[src/shared/dtdu_pkg.sv]
package dtdu_pkg;
	// register offsets on the byte-wide register port
	localparam logic [7:0] OFS_SHARED_CTRL = 8'h01;
	localparam logic [7:0] OFS_LONG_CTRL = 8'h02;
	localparam logic [7:0] OFS_RELOAD_HIGH = 8'h04;
	localparam logic [7:0] OFS_RELOAD_LOW = 8'h05;
	localparam logic [7:0] OFS_CAPTURE_HIGH = 8'h06;
	localparam logic [7:0] OFS_CAPTURE_LOW = 8'h07;
	// shared control fields
	localparam int SC_MODE = 7;
	localparam int SC_INPUT_SEL = 6;
	localparam int SC_LOGIC_HI = 5;
	localparam int SC_LOGIC_LO = 4;
	localparam int SC_SUB_HI = 3;
	localparam int SC_SUB_LO = 2;
	localparam int SC_SHORT_INIT = 1;
	localparam int SC_LONG_INIT = 0;
	// long control fields
	localparam int LC_ENABLE = 7;
	localparam int LC_CAPT_ONCE = 6;
	localparam int LC_STATUS = 5;
	localparam int LC_MODULO = 4;
	localparam int LC_CAPT_IRQ_EN = 2;
	localparam int LC_TOUT_IRQ_EN = 1;
	localparam logic [7:0] SHARED_CTRL_RESET = 8'h00;
	localparam logic [7:0] LONG_CTRL_RESET = 8'h00;
	localparam logic [7:0] RELOAD_RESET = 8'hff;
	localparam logic [15:0] COUNT_FULL = 16'hffff;
	localparam logic [15:0] COUNT_ONE = 16'h0001;
	// combine logic / edge select codes
	localparam logic [1:0] CMB_AND = 2'h0;
	localparam logic [1:0] CMB_OR = 2'h1;
	localparam logic [1:0] CMB_NOR = 2'h2;
	localparam logic [1:0] CMB_NAND = 2'h3;
	localparam logic [1:0] EDGE_FALL = 2'h0;
	localparam logic [1:0] EDGE_RISE = 2'h1;
	localparam logic [1:0] EDGE_BOTH = 2'h2;
	// transmit sub-modes
	localparam logic [1:0] SUB_NORMAL = 2'h0;
	localparam logic [1:0] SUB_PING_PONG = 2'h1;
	localparam logic [1:0] SUB_FORCE_0 = 2'h2;
	localparam logic [1:0] SUB_FORCE_1 = 2'h3;

	typedef struct packed {
		logic wr;
		logic rd;
		logic [7:0] addr;
		logic [7:0] wdata;
	} dtdu_req_t;

	typedef struct packed {
		logic short_counter_output;
		logic long_counter_output;
		logic combined_counter_output;
	} dtdu_outs_t;

	typedef struct packed {
		logic timeout_irq;
		logic capture_irq;
		logic short_restart;
	} dtdu_events_t;
endpackage

[src/dtdu_timer.sv]
`timescale 1ns/1ps
// Function
// transmit: logic field combines short and long outputs by AND, OR, NOR, NAND
// demodulation: same field selects falling, rising or both edges
// sub-mode selects ping-pong or normal; writing normal ends ping-pong
// sub-mode 10 forces long output 0, 11 forces it 1, enabled or not
// demodulation: sub-mode sets the glitch filter width
// short counter start drives its output to the short initial level
// short counter disabled: output is inverse of short initial level
// demodulation: rising edge sets rise flag; writing 1 clears it
// demodulation: falling edge sets fall flag; writing 1 clears it
// long initial level acts in normal/ping-pong: inverse disabled, value on start
// software leaves initial-level bits alone while counters run
// long enable loads high*256+low and drives output to initial level
// long count reaching 0 toggles output, interrupts if enabled, sets status
// after zero: single-pass stops, modulo-N reloads and continues
// reload bytes writable any time; used only at next load
// software avoids writing reload bytes at the load moment
// software never programs an initial count of 1
// initial count 0 wraps to ffff without a timeout
// software sets both reload bytes to ff before demodulation
// demodulation: first edge captures, reloads and starts the counter
// later edges capture complement, set flag, interrupt, reload ffff
// capture high holds upper byte, capture low holds lower byte
module dtdu_timer
	import dtdu_pkg::*;
#(
	parameter int TICK_DIV = 1,
	parameter int GLITCH_STEP = 4
) (
	input wire logic clk,
	input wire logic rst_n,
	input dtdu_pkg::dtdu_req_t req,
	output logic [7:0] rd_data,
	input wire logic short_enable,
	input wire logic short_timeout,
	input wire logic demod_in_primary,
	input wire logic demod_in_alt,
	output dtdu_pkg::dtdu_outs_t outs,
	output dtdu_pkg::dtdu_events_t events
);
	import dtdu_pkg::*;

	logic rst_meta, rst_sync_n;
	logic [7:0] shared_timer_control, next_shared_timer_control;
	logic [7:0] long_timer_control, next_long_timer_control;
	logic [7:0] long_reload_high_byte, next_long_reload_high_byte;
	logic [7:0] long_reload_low_byte, next_long_reload_low_byte;
	logic [7:0] capture_high_byte, next_capture_high_byte;
	logic [7:0] capture_low_byte, next_capture_low_byte;
	logic [15:0] long_counter, next_long_counter;
	logic running, next_running;
	logic pp_wait, next_pp_wait;
	logic armed, next_armed;
	logic long_en_q, next_long_en_q;
	logic short_en_q, next_short_en_q;
	logic long_out, next_long_out;
	logic short_out, next_short_out;
	logic filt, next_filt;
	logic filt_q, next_filt_q;
	logic [7:0] glitch_cnt, next_glitch_cnt;
	logic [15:0] tick_cnt, next_tick_cnt;
	logic [7:0] next_rd_data;
	dtdu_events_t next_events;

	////////////////////////////////////////////////////////////////////////
	// reset release through two flops
	always_ff @(posedge clk or negedge rst_n) begin
		if (!rst_n) begin
			rst_meta <= 1'b0;
			rst_sync_n <= 1'b0;
		end else begin
			rst_meta <= 1'b1;
			rst_sync_n <= rst_meta;
		end
	end

	////////////////////////////////////////////////////////////////////////
	logic demod, tick, rise, fall, sel_edge, load_now;
	logic [1:0] logic_sel, sub_sel;
	logic [15:0] reload_value;
	logic [7:0] glitch_width;
	logic raw_in, wr_sc, wr_lc;

	always_comb begin
		demod = shared_timer_control[SC_MODE];
		logic_sel = shared_timer_control[SC_LOGIC_HI:SC_LOGIC_LO];
		sub_sel = shared_timer_control[SC_SUB_HI:SC_SUB_LO];
		// reload bytes are only sampled here, at the load itself
		reload_value = {long_reload_high_byte, long_reload_low_byte};
		glitch_width = 8'(int'(sub_sel) * GLITCH_STEP);
		raw_in = shared_timer_control[SC_INPUT_SEL] ? demod_in_alt
			: demod_in_primary;
		tick = (tick_cnt == 16'(TICK_DIV - 1));
		wr_sc = req.wr && req.addr == OFS_SHARED_CTRL;
		wr_lc = req.wr && req.addr == OFS_LONG_CTRL;
		rise = filt && !filt_q;
		fall = !filt && filt_q;
		case (logic_sel)
			EDGE_FALL: sel_edge = fall;
			EDGE_RISE: sel_edge = rise;
			EDGE_BOTH: sel_edge = rise || fall;
			default: sel_edge = 1'b0;
		endcase
		load_now = long_timer_control[LC_ENABLE] && !long_en_q;
	end

	always_comb begin
		next_shared_timer_control = shared_timer_control;
		next_long_timer_control = long_timer_control;
		next_long_reload_high_byte = long_reload_high_byte;
		next_long_reload_low_byte = long_reload_low_byte;
		next_capture_high_byte = capture_high_byte;
		next_capture_low_byte = capture_low_byte;
		next_long_counter = long_counter;
		next_running = running;
		next_pp_wait = pp_wait;
		next_armed = armed;
		next_long_out = long_out;
		next_short_out = short_out;
		next_events = '0;
		next_rd_data = 8'h00;
		next_tick_cnt = tick ? 16'h0000 : tick_cnt + 16'h0001;
		next_long_en_q = long_timer_control[LC_ENABLE];
		next_short_en_q = short_enable;
		next_filt_q = filt;
		next_filt = filt;
		next_glitch_cnt = 8'h00;
		// glitch filter: input must differ for the width before it passes
		if (raw_in != filt) begin
			if (glitch_cnt >= glitch_width) begin
				next_filt = raw_in;
			end else begin
				next_glitch_cnt = glitch_cnt + 8'h01;
			end
		end

		// register writes; flag and status clears by writing one
		if (wr_sc) begin
			next_shared_timer_control = req.wdata;
			if (demod) begin
				next_shared_timer_control[SC_SHORT_INIT] =
					shared_timer_control[SC_SHORT_INIT]
					&& !req.wdata[SC_SHORT_INIT];
				next_shared_timer_control[SC_LONG_INIT] =
					shared_timer_control[SC_LONG_INIT]
					&& !req.wdata[SC_LONG_INIT];
			end
			if (req.wdata[SC_SUB_HI:SC_SUB_LO] != SUB_PING_PONG) begin
				next_pp_wait = 1'b0;
			end
		end
		if (wr_lc) begin
			next_long_timer_control = req.wdata;
			next_long_timer_control[LC_STATUS] =
				long_timer_control[LC_STATUS] && !req.wdata[LC_STATUS];
		end
		if (req.wr && req.addr == OFS_RELOAD_HIGH) begin
			next_long_reload_high_byte = req.wdata;
		end
		if (req.wr && req.addr == OFS_RELOAD_LOW) begin
			next_long_reload_low_byte = req.wdata;
		end
		if (req.rd) begin
			case (req.addr)
				OFS_SHARED_CTRL: next_rd_data = shared_timer_control;
				OFS_LONG_CTRL: next_rd_data = long_timer_control;
				OFS_RELOAD_HIGH: next_rd_data = long_reload_high_byte;
				OFS_RELOAD_LOW: next_rd_data = long_reload_low_byte;
				OFS_CAPTURE_HIGH: next_rd_data = capture_high_byte;
				OFS_CAPTURE_LOW: next_rd_data = capture_low_byte;
				default: next_rd_data = 8'h00;
			endcase
		end

		// short counter output level
		if (!short_enable) begin
			next_short_out = !shared_timer_control[SC_SHORT_INIT];
		end else if (!short_en_q) begin
			next_short_out = shared_timer_control[SC_SHORT_INIT];
		end else if (short_timeout) begin
			next_short_out = !short_out;
		end

		// long counter
		if (!long_timer_control[LC_ENABLE]) begin
			next_running = 1'b0;
			next_armed = 1'b0;
			next_pp_wait = 1'b0;
			next_long_out = !shared_timer_control[SC_LONG_INIT];
		end else if (load_now) begin
			next_long_counter = reload_value;
			next_long_out = shared_timer_control[SC_LONG_INIT];
			next_armed = demod;
			next_running = !demod && sub_sel != SUB_PING_PONG;
			next_pp_wait = !demod && sub_sel == SUB_PING_PONG;
		end else if (demod) begin
			if (sel_edge && armed) begin
				next_capture_high_byte = long_counter[15:8];
				next_capture_low_byte = long_counter[7:0];
				next_long_counter = reload_value;
				next_running = 1'b1;
			end else if (sel_edge && running
				&& !long_timer_control[LC_CAPT_ONCE]) begin
				next_capture_high_byte = ~long_counter[15:8];
				next_capture_low_byte = ~long_counter[7:0];
				if (rise) begin
					next_shared_timer_control[SC_SHORT_INIT] = 1'b1;
				end
				if (fall) begin
					next_shared_timer_control[SC_LONG_INIT] = 1'b1;
				end
				next_events.capture_irq =
					long_timer_control[LC_CAPT_IRQ_EN];
				next_long_counter = COUNT_FULL;
			end else if (running && tick) begin
				next_long_counter = long_counter - COUNT_ONE;
			end
			if (sel_edge) begin
				next_armed = 1'b0;
			end
		end else if (pp_wait) begin
			// ping-pong: the long half starts when the short half ends
			if (short_timeout) begin
				next_pp_wait = 1'b0;
				next_running = 1'b1;
				next_long_counter = reload_value;
			end
		end else if (running && tick) begin
			// zero reached only from one; a loaded zero wraps quietly
			next_long_counter = long_counter - COUNT_ONE;
			if (long_counter == COUNT_ONE) begin
				next_long_out = !long_out;
				next_long_timer_control[LC_STATUS] = 1'b1;
				next_events.timeout_irq =
					long_timer_control[LC_TOUT_IRQ_EN];
				if (sub_sel == SUB_PING_PONG) begin
					next_running = 1'b0;
					next_pp_wait = 1'b1;
					next_events.short_restart = 1'b1;
				end else if (long_timer_control[LC_MODULO]) begin
					next_long_counter = reload_value;
				end else begin
					next_running = 1'b0;
				end
			end
		end
	end

	always_ff @(posedge clk or negedge rst_sync_n) begin
		if (!rst_sync_n) begin
			shared_timer_control <= SHARED_CTRL_RESET;
			long_timer_control <= LONG_CTRL_RESET;
			long_reload_high_byte <= RELOAD_RESET;
			long_reload_low_byte <= RELOAD_RESET;
			capture_high_byte <= 8'h00;
			capture_low_byte <= 8'h00;
			long_counter <= 16'h0000;
			running <= 1'b0;
			pp_wait <= 1'b0;
			armed <= 1'b0;
			long_en_q <= 1'b0;
			short_en_q <= 1'b0;
			long_out <= 1'b1;
			short_out <= 1'b1;
			filt <= 1'b0;
			filt_q <= 1'b0;
			glitch_cnt <= 8'h00;
			tick_cnt <= 16'h0000;
			rd_data <= 8'h00;
			events <= '0;
		end else begin
			shared_timer_control <= next_shared_timer_control;
			long_timer_control <= next_long_timer_control;
			long_reload_high_byte <= next_long_reload_high_byte;
			long_reload_low_byte <= next_long_reload_low_byte;
			capture_high_byte <= next_capture_high_byte;
			capture_low_byte <= next_capture_low_byte;
			long_counter <= next_long_counter;
			running <= next_running;
			pp_wait <= next_pp_wait;
			armed <= next_armed;
			long_en_q <= next_long_en_q;
			short_en_q <= next_short_en_q;
			long_out <= next_long_out;
			short_out <= next_short_out;
			filt <= next_filt;
			filt_q <= next_filt_q;
			glitch_cnt <= next_glitch_cnt;
			tick_cnt <= next_tick_cnt;
			rd_data <= next_rd_data;
			events <= next_events;
		end
	end

	////////////////////////////////////////////////////////////////////////
	// output stage; forcing overrides the counter whether enabled or not
	logic long_final;
	always_comb begin
		case (sub_sel)
			SUB_FORCE_0: long_final = 1'b0;
			SUB_FORCE_1: long_final = 1'b1;
			default: long_final = long_out;
		endcase
		outs.short_counter_output = short_out;
		outs.long_counter_output = long_final;
		case (logic_sel)
			CMB_AND: outs.combined_counter_output = short_out & long_final;
			CMB_OR: outs.combined_counter_output = short_out | long_final;
			CMB_NOR: outs.combined_counter_output = ~(short_out | long_final);
			CMB_NAND: outs.combined_counter_output = ~(short_out & long_final);
			default: outs.combined_counter_output = 1'b0;
		endcase
	end
endmodule

[config.mk]
export PLATFORM = sky130hd
export DESIGN_NAME = dtdu_timer
export DESIGN_NICKNAME = d
export VERILOG_FILES = /design/src/shared/dtdu_pkg.sv /design/src/dtdu_timer.sv
export SDC_FILE = /design/constraint.sdc
export NUM_CORES = 1
export LEC_CHECK = 0
export ABC_AREA = 0
export BUFFER_PORTS_ARGS = -buffer_cell sky130_fd_sc_hd__buf_4
export CAP_MARGIN = 20
export CORE_MARGIN = 10
export CORE_UTILIZATION = 50
export CTS_BUF_LIST = sky130_fd_sc_hd__clkbuf_16
export CTS_CLUSTER_SIZE = 24
export DETAILED_ROUTE_END_ITERATION = 16
export PLACE_DENSITY = 0.71
export SLEW_MARGIN = 20
export SYNTH_ARGS = -nofsm -noshare
export SYNTH_HDL_FRONTEND = slang
export SYNTH_SLANG_ARGS = --single-unit
[constraint.sdc]
create_clock -name clk -period 10.06 [get_ports clk]
set_input_delay 1.509 -clock clk [delete_from_list [all_inputs] [get_ports clk]]
set_output_delay 1.509 -clock clk [all_outputs]
set_load 0.005 [all_outputs]
==> results of run 1 <==
==> layer usage <==
| metal | vias up | wire [um] | GRT usage [%] |
|---|---|---|---|
| li1 | 1962 | - | - |
| met1 | 2118 | 6150 | 21.9 |
| met2 | 127 | 6660 | 27.7 |
| met3 | 16 | 715 | 4.38 |
| met4 | 0 | 246 | 5.89 |
| met5 | - | 0 | 0 |
==> cell families after synthesis <==
group	after synthesis	synth area share, %
multiplexers	60	12.1
AO/OA/AOI/OAI	106	14.2
XOR/XNOR	39	5.92
flip-flops	110	48.1
AND/OR/NAND/NOR	158	14.2
other	2	0.130
adder cells (fa/ha/maj)	10	2.17
buffers and inverters	41	3.19
==> power groups by stage <==
stage               clock [W]  combinational, W  sequential, W
floorplan                   0          0.000105       0.000502
finish               0.000364          0.000136       0.000507
global placement            0          0.000130       0.000514
global route         0.000385          0.000151       0.000512
CTS                  0.000370          0.000136       0.000507
detailed placement          0          0.000135       0.000515
==> flip-flops by register name, summed over array words and instances (netlist names), 8 cells and up <==
| name | cells |
|---|---|
| capture_high_byte | 8 |
| capture_low_byte | 8 |
| glitch_cnt | 8 |
| long_counter | 16 |
| long_reload_high_byte | 8 |
| long_reload_low_byte | 8 |
| long_timer_control | 8 |
| rd_data | 8 |
| shared_timer_control | 8 |
| tick_cnt | 16 |
==> cell type report <==
type	instances	area (um2)	share of cell area, %
clock inverters	7	71.3	1.10
well taps	143	179	2.77
repair buffers	41	308	4.76
multi-input cells	377	2830	43.8
clock buffers	9	225	3.49
flip-flops and latches	110	2780	43.0
inverters	19	71.3	1.10
==> path summary, 6_finish.rpt <==
| check | end | slack (ps) | cells past startpoint |
|---|---|---|---|
| min in group clk | rst_sync_n | 360 | 0 |
| worst min register to register | tick_cnt[8] | 310 | 0 |
| worst max register to register | long_counter[2] | 7320 | 6 |
| max in group asynchronous | long_counter[2] | 8480 | 1 |
| worst max-delay path | long_reload_low_byte[6] | 6670 | 6 |
| worst min-delay path | tick_cnt[8] | 310 | 0 |
==> through the flow <==
step           worst slack, ps  instance area (um2)  utilization (%)  hold slack, ps
2_1_floorplan             6800                 5780                -             331
3_3_place_gp              6360                 6160             54.2             324
3_5_place_dp              6330                 6160             54.2             332
4_1_cts                   6700                 6460             56.8             337
5_1_grt                   6580                 6460             56.8             363
6_report                  6670                 6460             56.8             309
==> cells in the final DEF, fill, tap and decap left out, types with 9 or more instances in the layout <==
| cell type | n |
|---|---|
| dfrtp_1 | 91 |
| xor2_1 | 18 |
| clkbuf_16 | 9 |
| buf_4 | 41 |
| nand2_1 | 45 |
| nand3_1 | 27 |
| inv_1 | 19 |
| dfstp_2 | 18 |
| o22ai_1 | 11 |
| ha_1 | 10 |
| nor2_1 | 33 |
| nor3_1 | 12 |
| a21oi_1 | 17 |
| mux2_2 | 45 |
| o21ai_0 | 18 |
| xnor2_1 | 21 |
| mux2i_1 | 10 |
==> worst max-delay path, cell delays in order <==
cell and delay [ps]:
buf_4 110, or4_4 560, nor3b_4 570, nand2_1 140
nor2_2 400, mux2_2 390
==> results.toml, run 1 <==
[outcome]
status = "finished clean"

[logic_synthesis]
seq_area_frac_synth_pct = 48.1
synth_edf_count = 0
async_flop_share_pct = 100
netlist_top_cells_count = "dfrtp_1 (92), mux2_2 (45), nand2_1 (45)"
synth_top_flop_cell = "dfrtp_1"
synth-seq-cells = 110
synthCells = 526
syn_area_um2 = 5770
yosysWarnings = 0
synthDistinctLibCells = 74
synth_top_area_share_pct = 39.9
syn_area_per_cell_um2 = 11.0
yosys-top-cells-area = "dfrtp_1 (40%), mux2_2 (8.8%), dfstp_2 (8.2%), xnor2_1 (3.2%), nand2_1 (2.9%)"
yosysTopAreaCell = "dfrtp_1"
synth_most_common_cell = "dfrtp_1"

[detailed_routing]
via_count = 4223
drc = 0
via_per_inst = 5.98
wire_per_inst_um = 19.5
drtAntennaViolNets = 0
dr.pass1.iters = 5
drt-total-wl_um = 13800
drt_iter0_markers = 377

[clock_tree]
cts_tree = "yes"
clk_pin_slew_worst_paths_ps = 80
cts_resized = 0
clkLatencyLatePin_ps = 360
clockBufferDepth = 2
cts-root-buf = "clkbuf_16"
cts-buffers-inserted = 9
cts_setup_buffers = 0
h-tree-depth = 3
clkSinkCount = 110
hold_buffers = 0

[power_and_ir_drop]
p_per_area_nw_per_um2 = 156
sequentialPowerShare_pct = 50.4
clkPwrFrac_pct = 36.1
comb_power_share_pct = 13.5
p_sw_w = 0.000282
power.internal_w = 0.000725
ir_drop_mv = 0.132
power_w = 0.00101
switching_share_pct = 28.0
power_leakage_nw = 2.72

[worst_setup_path]
cp_max_fo = 16
cp_data_arrival_time_ps = 3680
critPathRequiredTime_ps = 10350
criticalPathCategory = "in -> reg"
critPathLaunch = "req[13]"
end_kind = "register"
reg2reg_from = "long_counter[3]"
startpoint_type = "primary input"

[timing]
hold_violations = 0
post-route-period-util_pct = 33.7
finalSetupTns_ps = 0
worstMarginPinSlew_ps = 971
rsz0062_at_grt = "false"
max_slew_margin_pct = 34.7
drv_slew = 0
timing.fmax_mhz = 295
fin_skew_ps = 9.49
setup_viol_count_final = 0
timing.final.crit_period_ps = 3390

[placement]
gp_congestion = 0.866
io_buffers = 37
dp_hpwl_um = 10100
placedCellCount = 690

[global_routing]
gr-total-overflow = 0
grt_pass1_vias = 4276
grtUsageTotal_pct = 17.2
grt_max_degree = 67
grt_pass1_wl_um = 22600
antenna_found_initial = 0

[floorplanning]
core_um2 = 11400
pin_count = 38
die_h_um = 127
rows = 39
initial_core_util_pct = 50.8
dieArea_um2 = 16200
die_x_um = 127

[finish]
finalNetCount = 592
antenna_cells = 0
area_growth_pct = 11.9
instances_no_fill = 706
drive_above_1_share_pct = 25.0
fillers = 968

[job]
cap_viol_max_count = 0

[worst_hold_path]
min_path_type = "reg -> async"
(Power assumes the default switching activity.)
==> run 2: changes to the inputs <==
--- a/config.mk
+++ b/config.mk
@@ -13,7 +13,7 @@
 export CTS_BUF_LIST = sky130_fd_sc_hd__clkbuf_16
 export CTS_CLUSTER_SIZE = 24
 export DETAILED_ROUTE_END_ITERATION = 16
-export PLACE_DENSITY = 0.71
+export PLACE_DENSITY = 0.73
 export SLEW_MARGIN = 20
 export SYNTH_ARGS = -nofsm -noshare
 export SYNTH_HDL_FRONTEND = slang
==> constraint.sdc (replaced) <==
create_clock -name clk -period 3 [get_ports clk]
set_input_delay 0.45 -clock clk [delete_from_list [all_inputs] [get_ports clk]]
set_output_delay 0.45 -clock clk [all_outputs]
set_load 0.005 [all_outputs]
==> results.toml, run 2 (synthesized netlist as in run 1, its figures left out) <==
[global_routing]
grt_pass1_vias = 4204
gr-total-overflow = 0
grt_max_degree = 60
grt_pass1_wl_um = 22200
grtUsageTotal_pct = 16.9
antenna_found_initial = 0

[timing]
max_slew_margin_pct = 54.6
drv_slew = 0
timing.final.crit_period_ps = 2550
fin_skew_ps = 8.40
timing.fmax_mhz = 393
setup_viol_count_final = 0
hold_violations = 0
finalSetupTns_ps = 0
worstMarginPinSlew_ps = 677
rsz0062_at_grt = "false"
post-route-period-util_pct = 84.9

[placement]
io_buffers = 37
gp_congestion = 0.873
dp_hpwl_um = 9930

[power_and_ir_drop]
switching_share_pct = 27.4
comb_power_share_pct = 13.6
ir_drop_mv = 0.527
p_sw_w = 0.000955
p_per_area_nw_per_um2 = 532
clkPwrFrac_pct = 37.5
sequentialPowerShare_pct = 49.0
power_leakage_nw = 2.77
power.internal_w = 0.00253

[floorplanning]
rows = 39
die_h_um = 127
pin_count = 38
core_um2 = 11400
initial_core_util_pct = 50.8
die_x_um = 127
dieArea_um2 = 16200

[worst_hold_path]
hp-start = "short_enable"
min_path_type = "in -> reg"

[worst_setup_path]
critPathLaunch = "filt"
end_kind = "register"
critPathRequiredTime_ps = 3270
criticalPathCategory = "reg -> reg"
reg2reg_from = "filt"
cp_max_fo = 13
startpoint_type = "register"
cp_data_arrival_time_ps = 2820

[clock_tree]
clkSinkCount = 110
cts-root-buf = "clkbuf_16"
clkLatencyLatePin_ps = 360
cts-buffers-inserted = 9
clk_pin_slew_worst_paths_ps = 70
cts_resized = 0
cts_tree = "yes"
h-tree-depth = 3
clockBufferDepth = 2

[detailed_routing]
via_per_inst = 5.96
wire_per_inst_um = 19.0
via_count = 4246
drt_iter0_markers = 452
drt-total-wl_um = 13500
dr.pass1.iters = 6
drtAntennaViolNets = 0
drc = 0

[outcome]
status = "finished clean"

[finish]
final_cell_mix = "dfrtp_1 (91), mux2_2 (45), nand2_1 (45), buf_4 (45), nor2_1 (33)"
drive_above_1_share_pct = 25.7
layout_commonest_cell = "dfrtp_1"
top_regs = "long_counter x16, tick_cnt x16"
area_growth_pct = 13.4
fillers = 932
antenna_cells = 0
finalNetCount = 598
final_util_pct = 57.6

[job]
cap_viol_max_count = 0
## run 2: area by class of cell
| cell class | count | area (um2) | share of cell area, % |
|---|---|---|---|
| multi-input combinational | 377 | 2830 | 43.2 |
| sequential | 110 | 2780 | 42.5 |
| timing repair buffer | 47 | 368 | 5.62 |
| clock buffer | 9 | 225 | 3.44 |
| tap | 143 | 179 | 2.73 |
| clock inverter | 7 | 97.6 | 1.49 |
| inverter | 19 | 71.3 | 1.09 |
## run 2: per-layer routing
| metal | wire length [um] | part of all wire [%] | vias up | track usage (%) |
|---|---|---|---|---|
| met3 | 732 | 5.4 | 22 | 4.76 |
| met1 | 6130 | 45 | 2124 | 22.6 |
| met2 | 6420 | 47 | 123 | 25.8 |
| li1 | - | - | 1977 | - |
| met5 | 0 | 0 | - | 0 |
| met4 | 263 | 1.9 | 0 | 5.69 |
## run 2: power by group through the flow
| stage | Clock (W) | Sequential [W] | Combinational, W |
|---|---|---|---|
| 3_5_place_dp | 0 | 0.00173 | 0.000466 |
| 2_1_floorplan | 0 | 0.00168 | 0.000352 |
| 5_1_grt | 0.00138 | 0.00172 | 0.000524 |
| 4_1_cts | 0.00133 | 0.00171 | 0.000470 |
| 3_3_place_gp | 0 | 0.00172 | 0.000455 |
| 6_report | 0.00130 | 0.00171 | 0.000472 |
## run 2: through the flow
| stage | worst slack (ps) | hold slack, ps | cell area, um2 | total power (W) | instances |
|---|---|---|---|---|---|
| after detailed placement | 474 | 236 | 6210 | 0.00220 | 695 |
| after global placement | 570 | 234 | 6210 | 0.00218 | 695 |
| final | 454 | 217 | 6550 | 0.00348 | 712 |
| after global routing | 163 | 208 | 6550 | 0.00362 | 712 |
| after CTS | 455 | 207 | 6550 | 0.00350 | 712 |
| after floorplan | 637 | 154 | 5780 | 0.00204 | 528 |
## run 2: worst paths after layout
kind | endpoint | slack [ps] | cells after the start
setup / recovery | long_counter[10] | 450 | 8
setup reg to reg | long_counter[10] | 450 | 8
max in group asynchronous | long_reload_low_byte[4] | 1850 | 1
hold reg to reg | tick_cnt[10] | 350 | 0
min in group asynchronous | tick_cnt[10] | 350 | 0
hold / removal | short_en_q | 220 | 1
## run 2: critical path, stage by stage, from the launching register on
cell	delay [ps]
dfrtp_1	400
inv_1	70
ha_1	280
o21ai_0	320
o221ai_2	200
o21ai_0	300
a311o_1	530
o21ai_0	180
a22oi_1	170
## run 2: timing repair
action	4_1_cts	5_1_grt
setup buffers	0	0
hold buffers	1	0
hold endpoints to repair	2	0
